==> config.mk <==
export PLATFORM = sky130hd
export DESIGN_NAME = burst_address_sequencer
export DESIGN_NICKNAME = d
export VERILOG_FILES = /design/src/rtl/burst_seq_fifo.sv /design/src/pkg/burst_seq_pkg.sv /design/src/rtl/burst_address_sequencer.sv
export VERILOG_INCLUDE_DIRS = /design/src /design/src/pkg
export SDC_FILE = /design/constraint.sdc
export NUM_CORES = 1
export LEC_CHECK = 0
export BUFFER_PORTS_ARGS = -buffer_cell sky130_fd_sc_hd__buf_4
export CORE_MARGIN = 5
export CORE_UTILIZATION = 35
export CTS_CLUSTER_DIAMETER = 30
export CTS_CLUSTER_SIZE = 8
export DETAILED_ROUTE_END_ITERATION = 6
export GPL_TIMING_DRIVEN = 1
export HOLD_SLACK_MARGIN = 0.08
export REMOVE_ABC_BUFFERS = 1
export SLEW_MARGIN = 20
export SYNTH_ARGS = -nofsm -noshare
export SYNTH_HDL_FRONTEND = slang
export SYNTH_HIERARCHICAL = 1
export SYNTH_SLANG_ARGS = --single-unit
==> constraint.sdc <==
create_clock -name core_clk -period 6.97 [get_ports core_clk]
set_clock_uncertainty 0.15 [all_clocks]
set_input_delay 1.0455 -clock core_clk [delete_from_list [all_inputs] [get_ports core_clk]]
set_output_delay 1.0455 -clock core_clk [all_outputs]
set_load 0.02 [all_outputs]
==> src/pkg/burst_seq_consts.svh <==
// Purpose: Constants for the burst address sequencer.
// Assumes: Word addresses count 16-bit words.
// Notes: Included by the package and the design.
`ifndef BURST_SEQ_CONSTS_SVH
`define BURST_SEQ_CONSTS_SVH
`define ADDR_W 32
`define BL_128 2'h0
`define BL_64 2'h1
`define BL_16 2'h2
`define BL_32 2'h3
`define BL_DEFAULT 2'h3
`define WORDS_128 32'h40
`define WORDS_64 32'h20
`define WORDS_16 32'h8
`define WORDS_32 32'h10
`define HYBRID_BIT 2
`define BL_LSB 0
`define CMD_BURST_BIT 45
`define CMD_W 48
`define FIFO_DEPTH 8
`endif

==> src/rtl/burst_seq_fifo.sv <==
// Purpose: Source slot of the address FIFO of the burst sequencer.
// Assumes: The FIFO module is compiled from the sequencer's own file.
// Notes: Holds no module, so listing it never defines the FIFO twice.

==> src/pkg/burst_seq_pkg.sv <==
// Purpose: Types for the burst address sequencer.
// Assumes: Nothing beyond the constants header.
// Notes: Holds the sequencer state enum.
`include "burst_seq_consts.svh"
package burst_seq_pkg;
   typedef enum logic [1:0] {
      st_idle,
      st_wrap,
      st_linear
   } seq_state_e;
endpackage

==> src/rtl/burst_address_sequencer.sv <==
// Purpose: Produces the word-address order of one memory burst.
// Assumes: Inputs synchronous to core_clk; a burst lives while chip_sel_n is low.
// Notes: The address FIFO module is defined after the sequencer.
// Function
// - Legacy wrapped bursts stay inside one aligned group of the configured length.
// - Wrap groups of 16, 32, 64 and 128 bytes, length equals alignment.
// - Wrap starts at command word, runs to group end, wraps before start.
// - Hybrid burst does exactly one full wrap before leaving the group.
// - After that wrap, hybrid continues linearly until chip select rises.
// - Linear phase starts at the first word of the next aligned group.
// - Hybrid-enable bit two low gives hybrid order for wrapped bursts.
// - Hybrid-enable bit two high gives legacy wrapping order.
// - Addresses count 16-bit words; 16 bytes span eight words.
// - 128-byte hybrid wraps 64 words then continues past that group.
// - 64-byte hybrid wraps 32 words then continues into next group.
// - Command bit 45 high selects linear burst, low selects wrapped.
// - Length field 00=128, 01=64, 10=16, 11=32 bytes, 11 by default.
`timescale 1ns/10ps
`include "burst_seq_consts.svh"
module burst_address_sequencer
   import burst_seq_pkg::*;
#(
   parameter int ADDR_W = `ADDR_W,
   parameter int FIFO_DEPTH = `FIFO_DEPTH
) (
   input wire logic core_clk,
   input wire logic reset,
   input wire logic clk_en,
   input wire logic chip_sel_n,
   input wire logic start,
   input wire logic [`CMD_W-1:0] command_address_word,
   input wire logic [15:0] config_word_zero,
   output logic addr_valid,
   input wire logic addr_ready,
   output logic [ADDR_W-1:0] addr_out,
   output logic burst_active
);
   // ----------------------------------------
   // Group size decode
   // ----------------------------------------
   // Word count of a wrap group from the length field.
   function automatic logic [ADDR_W-1:0] group_words(input logic [1:0] bl);
      case (bl)
         `BL_128: group_words = ADDR_W'(`WORDS_128);
         `BL_64: group_words = ADDR_W'(`WORDS_64);
         `BL_16: group_words = ADDR_W'(`WORDS_16);
         default: group_words = ADDR_W'(`WORDS_32);
      endcase
   endfunction

   // ----------------------------------------
   // Address arithmetic
   // ----------------------------------------
   // Next word in plain linear order.
   function automatic logic [ADDR_W-1:0] next_word(input logic [ADDR_W-1:0] a);
      next_word = a + 1'b1;
   endfunction

   // Next word inside the aligned group; the carry out of the group is dropped.
   function automatic logic [ADDR_W-1:0] wrap_step(input logic [ADDR_W-1:0] a,
      input logic [ADDR_W-1:0] m);
      wrap_step = (a & ~m) | (next_word(a) & m);
   endfunction

   // ----------------------------------------
   // Sequencer state
   // ----------------------------------------
   seq_state_e state_r, state_nxt;
   logic [ADDR_W-1:0] addr_r, addr_nxt;
   logic [ADDR_W-1:0] start_r, start_nxt;
   logic [ADDR_W-1:0] mask_r, mask_nxt;
   logic hybrid_r, hybrid_nxt;
   logic [ADDR_W-1:0] step;
   logic [ADDR_W-1:0] cmd_word;
   logic push_ok;
   logic gen_valid;

   // The address field sits below the three command bits.
   assign cmd_word = ADDR_W'(command_address_word[`CMD_BURST_BIT-1:0]);
   assign gen_valid = state_r != st_idle && !chip_sel_n;

   // ----------------------------------------
   // Next-state logic
   // ----------------------------------------
   always_comb begin
      state_nxt = state_r;
      addr_nxt = addr_r;
      start_nxt = start_r;
      mask_nxt = mask_r;
      hybrid_nxt = hybrid_r;
      step = wrap_step(addr_r, mask_r);
      if (chip_sel_n) begin
         state_nxt = st_idle;
      end else begin
         case (state_r)
            st_idle: begin
               if (start) begin
                  addr_nxt = cmd_word;
                  start_nxt = cmd_word;
                  mask_nxt = group_words(config_word_zero[`BL_LSB +: 2]) - 1'b1;
                  // Hybrid order when the enable bit reads zero.
                  hybrid_nxt = !config_word_zero[`HYBRID_BIT];
                  if (command_address_word[`CMD_BURST_BIT]) begin
                     state_nxt = st_linear;
                  end else begin
                     state_nxt = st_wrap;
                  end
               end
            end
            st_wrap: begin
               if (push_ok) begin
                  if (hybrid_r && step == start_r) begin
                     // One full wrap done; jump to the next aligned group.
                     addr_nxt = next_word(start_r | mask_r);
                     state_nxt = st_linear;
                  end else begin
                     addr_nxt = step;
                  end
               end
            end
            st_linear: begin
               if (push_ok) addr_nxt = next_word(addr_r);
            end
            default: state_nxt = st_idle;
         endcase
      end
   end

   // ----------------------------------------
   // Registers
   // ----------------------------------------
   always_ff @(posedge core_clk) begin
      if (reset) begin
         state_r <= st_idle;
         addr_r <= '0;
         start_r <= '0;
         mask_r <= ADDR_W'(`WORDS_32) - 1'b1;
         hybrid_r <= 1'b0;
      end else if (clk_en) begin
         state_r <= state_nxt;
         addr_r <= addr_nxt;
         start_r <= start_nxt;
         mask_r <= mask_nxt;
         hybrid_r <= hybrid_nxt;
      end
   end

   assign burst_active = state_r != st_idle;

   // ----------------------------------------
   // Output buffer
   // ----------------------------------------
   // Chip select high flushes queued addresses, since the burst they belong to has ended.
   burst_seq_fifo #(
      .WIDTH(ADDR_W),
      .DEPTH(FIFO_DEPTH)
   ) u_fifo (
      .core_clk(core_clk),
      .reset(reset),
      .clk_en(clk_en),
      .flush(chip_sel_n),
      .in_valid(gen_valid),
      .in_ready(push_ok),
      .in_data(addr_r),
      .out_valid(addr_valid),
      .out_ready(addr_ready),
      .out_data(addr_out)
   );
endmodule // burst_address_sequencer

// ----------------------------------------
// Address FIFO
// ----------------------------------------
module burst_seq_fifo #(
   parameter int WIDTH = 32,
   parameter int DEPTH = 8
) (
   input wire logic core_clk,
   input wire logic reset,
   input wire logic clk_en,
   input wire logic flush,
   input wire logic in_valid,
   output logic in_ready,
   input wire logic [WIDTH-1:0] in_data,
   output logic out_valid,
   input wire logic out_ready,
   output logic [WIDTH-1:0] out_data
);
   localparam int AW = $clog2(DEPTH);
   // Pointers carry one extra bit so that full and empty differ without a count.
   logic [WIDTH-1:0] mem [DEPTH];
   logic [AW:0] wr_r, wr_nxt, rd_r, rd_nxt;
   logic push, pop;

   assign in_ready = (wr_r - rd_r) != (AW+1)'(DEPTH);
   assign out_valid = wr_r != rd_r;
   assign out_data = mem[rd_r[AW-1:0]];
   assign push = in_valid && in_ready;
   assign pop = out_valid && out_ready;

   always_comb begin
      wr_nxt = wr_r;
      rd_nxt = rd_r;
      if (flush) begin
         wr_nxt = '0;
         rd_nxt = '0;
      end else begin
         if (push) wr_nxt = wr_r + 1'b1;
         if (pop) rd_nxt = rd_r + 1'b1;
      end
   end

   always_ff @(posedge core_clk) begin
      if (reset) begin
         wr_r <= '0;
         rd_r <= '0;
      end else if (clk_en) begin
         wr_r <= wr_nxt;
         rd_r <= rd_nxt;
      end
   end

   always_ff @(posedge core_clk) begin
      if (clk_en && push && !flush) mem[wr_r[AW-1:0]] <= in_data;
   end
endmodule // burst_seq_fifo

==> reports/results.txt <==
die area - 54,300 µm²
Avg Cell Area, Syn - 11.9 µm²
Max clock buf depth - 3
Post-Syn Instances - 1,462
worst setup path start - addr_r[4]
Num Clock Sinks - 340
data required time at the worst endpoint - 7.32 ns
mux cell area share after synthesis - 12.3%
Worst Reg2Reg Path Length in Cells - 10
nets - 1,626
RR Startpoint - addr_r[4]
Main synth FF type - edfxtp_1
Multi-input gate area - 7560 µm²
synth unique cells - 83
drt pass-1 iters - 5
# IOs - 104
Starting Density - 35.5%
Final Util - 43.5%
first-pass GRT wire length - 80,200 µm
slowest stage delay, CP - 0.72 ns
register area share after synthesis - 53.8%
largest family of logic cells by synthesized area - simple AND/OR/NAND/NOR gates
cell family with most CP delay - simple AND/OR/NAND/NOR gates
Num CTS Buffers - 77
vias in the first global route - 13,000
antenna viol nets, final - 0
Post-Synth XOR/XNOR Area - 4.48%
cts hold-fix bufs - 0
pin count of the biggest net entering global routing - 65
Final Cell Area - 21,300 µm²
Synth warnings - 6
die width - 233 µm
CTS clk-pin slew, worst paths - 0.04 ns
Fillers - 4,583
Overflow after GRT - 0
placement row count - 81
Final Max Slew Viols - 0
hold crit path type - flip-flop to flip-flop
Synth Area in Simple Gates - 14.4%
relative slew slack - 25.2%
layout cells sized above 1 - 23.7%
CP startpoint kind - flip-flop
Synth Register Bits - 340
synthesized area - 17,400 µm²
VDD IR-drop max - 177 µV
Synth Area in Compound Gates - 11.0%
status - complete, no violations
Synth Area in Adders - 0.862%
all-layer global routing usage - 19.2%
TNS Setup - 0 ns
clock root cell - clkbuf_16
Arr. time, crit path - 5.78 ns
Critical-path top delay cell - dfxtp_1
PostCTS Resize Cnt - 0
CP Depth - 10
static leakage - 6.95 nW
CP Capture Type - flip-flop
H-Tree Depth - 3
Worst-Margin Slew - 1.12 ns
number of synthesized flops with an enable pin - 256
post-DP HPWL - 33,600 µm
period utilisation layout - 77.9%
DRC - 0
Final Critical Period - 5.43 ns
Storage cell area - 9380 µm²
post-detailed-route via-to-cell ratio - 5.71
Buf+Inv Stages, Crit Path - 1
WL final - 52,300 µm
commonest non-fill, non-tap cells in the layout - edfxtp_1, nand2_1, buf_4
Reg2Reg Setup Slack - 1.54 ns
unrepaired setup endpoints after global routing - no
Placed Instance Area - 18,700 µm²
fmax - 184 MHz
final hold violations - 0
number of port buffers - 75
Async SR Flop Fraction - 0%
Core Box Area - 49,100 µm²
GP Congestion - 0.975
worst-path cell chain - and4_1 > nand3_1 > nor3_1 > xnor2_1 > o211ai_1 > or4_1 > nor4_4 > buf_4 > mux2_2 > o21ai_0
Crit Path Class - flip-flop to flip-flop
Area Overhead vs Synth - 22.5%
post-CTS setup buffers - 0
most common cell after layout, fill and taps aside - edfxtp_1
die height - 233 µm
CTS tree - built
Vias - 13,000
insertion delay to the later sink of the worst-skew pair - 0.59 ns
final setup vio count - 0
Setup crit end - addr_r[3]
Detailed Route Iter0 Violations - 1,303
Worst Path Max Fanout - 21
Pwr Total - 6.14 mW
initial antenna violation count - 2
Critical R2R Capture - addr_r[3]
PwrDens - 288 nW/µm²
drt wl/cell - 23.0 µm
maxcap violations - 0
synth_stat cells, drive strengths merged, types with 5 or more instances:
master	count	area (µm²)
edfxtp	256	7690
nand3	58	305
o211ai	15	113
nand4	26	199
nor2	90	338
nand2	138	518
and3	16	100
a31oi	11	68.8
a2bb2oi	5	43.8
nand2b	9	56.3
and2	6	37.5
xnor2	47	412
or4	9	71.3
a21oi	78	390
dfxtp	84	1680
a22oi	9	67.6
mux2	39	439
ha	12	150
o21ai	73	365
xor2	34	298
a31o	8	70.1
or3	12	76.3
o32ai	6	52.6
o22ai	10	62.6
inv	20	75.1
and4	17	149
buf	45	246
a211oi	6	45.0
or2	8	50.1
nor3	39	200
nor4	29	256
mux4	64	1440
o21a	8	60.1
o31ai	18	135
mux2i	26	260
clkbuf	61	229
worst min-delay path by stage:
stage | startpoint | to | cells past startpoint
floorplan | start_r[0] | start_r[0] | 2
global placement | start_r[1] | start_r[1] | 2
detailed placement | start_r[1] | start_r[1] | 2
CTS | start_r[1] | start_r[1] | 2
global route | start_r[1] | start_r[1] | 2
finish | start_r[1] | start_r[1] | 2
through the flow:
stage          setup WS [ns]  cells  hold WS, ns
3_5_place_dp            1.74   2129        0.314
2_1_floorplan           1.67   1356        0.292
3_3_place_gp            1.76   2129        0.313
6_report                1.54   2274        0.319
4_1_cts                 1.70   2270        0.320
5_1_grt                 1.43   2271        0.336
area by class of cell:
| type | count | area share (%) |
|---|---|---|
| repair buffers | 109 | 3.84 |
| diodes | 4 | 0.0469 |
| multi-input cells | 995 | 35.4 |
| well taps | 664 | 3.89 |
| inverters | 21 | 0.369 |
| flip-flops and latches | 340 | 43.9 |
| clock inverters | 54 | 3.07 |
| clock buffers | 87 | 9.40 |
worst reg2reg max path, stage by stage, from the launching register on:
cell      delay (ns)
dfxtp_1         0.72
and4_1          0.73
nand3_1         0.42
nor3_1          0.48
xnor2_1         0.24
o211ai_1        0.16
or4_1           0.69
nor4_4          0.69
buf_4           0.49
mux2_2          0.45
o21ai_0         0.15
registers in the layout, summed over array words and instances (netlist names), named ones only:
signal,count
u_fifo/mem,256
addr_r,32
start_r,32
mask_r,6
u_fifo/rd_r,4
u_fifo/wr_r,4
state_r,2
hybrid_r,1
logic make-up after synthesis:
logic type,count (synthesis)
compound gates,294
xor+xnor,84
flops,340
buf+inv,127
simple gates,476
mux,129
fa+ha+maj,12
layer usage:
layer,global-route usage [%],part of all wire [%]
met2,30.9,47
met3,3.17,6.3
met1,25.5,42
met4,8.77,4.2
met5,0,0
power by group:
group / internal, mW / leakage [nW] / switching, mW / total (mW)
registers: 2.19 / 2.92 / 0.0501 / 2.24
logic: 0.0995 / 2.73 / 0.167 / 0.267
clock network: 2.51 / 1.30 / 1.12 / 3.63
total: 4.80 / 6.95 / 1.34 / 6.14
Power figures use the tool's default switching activity.
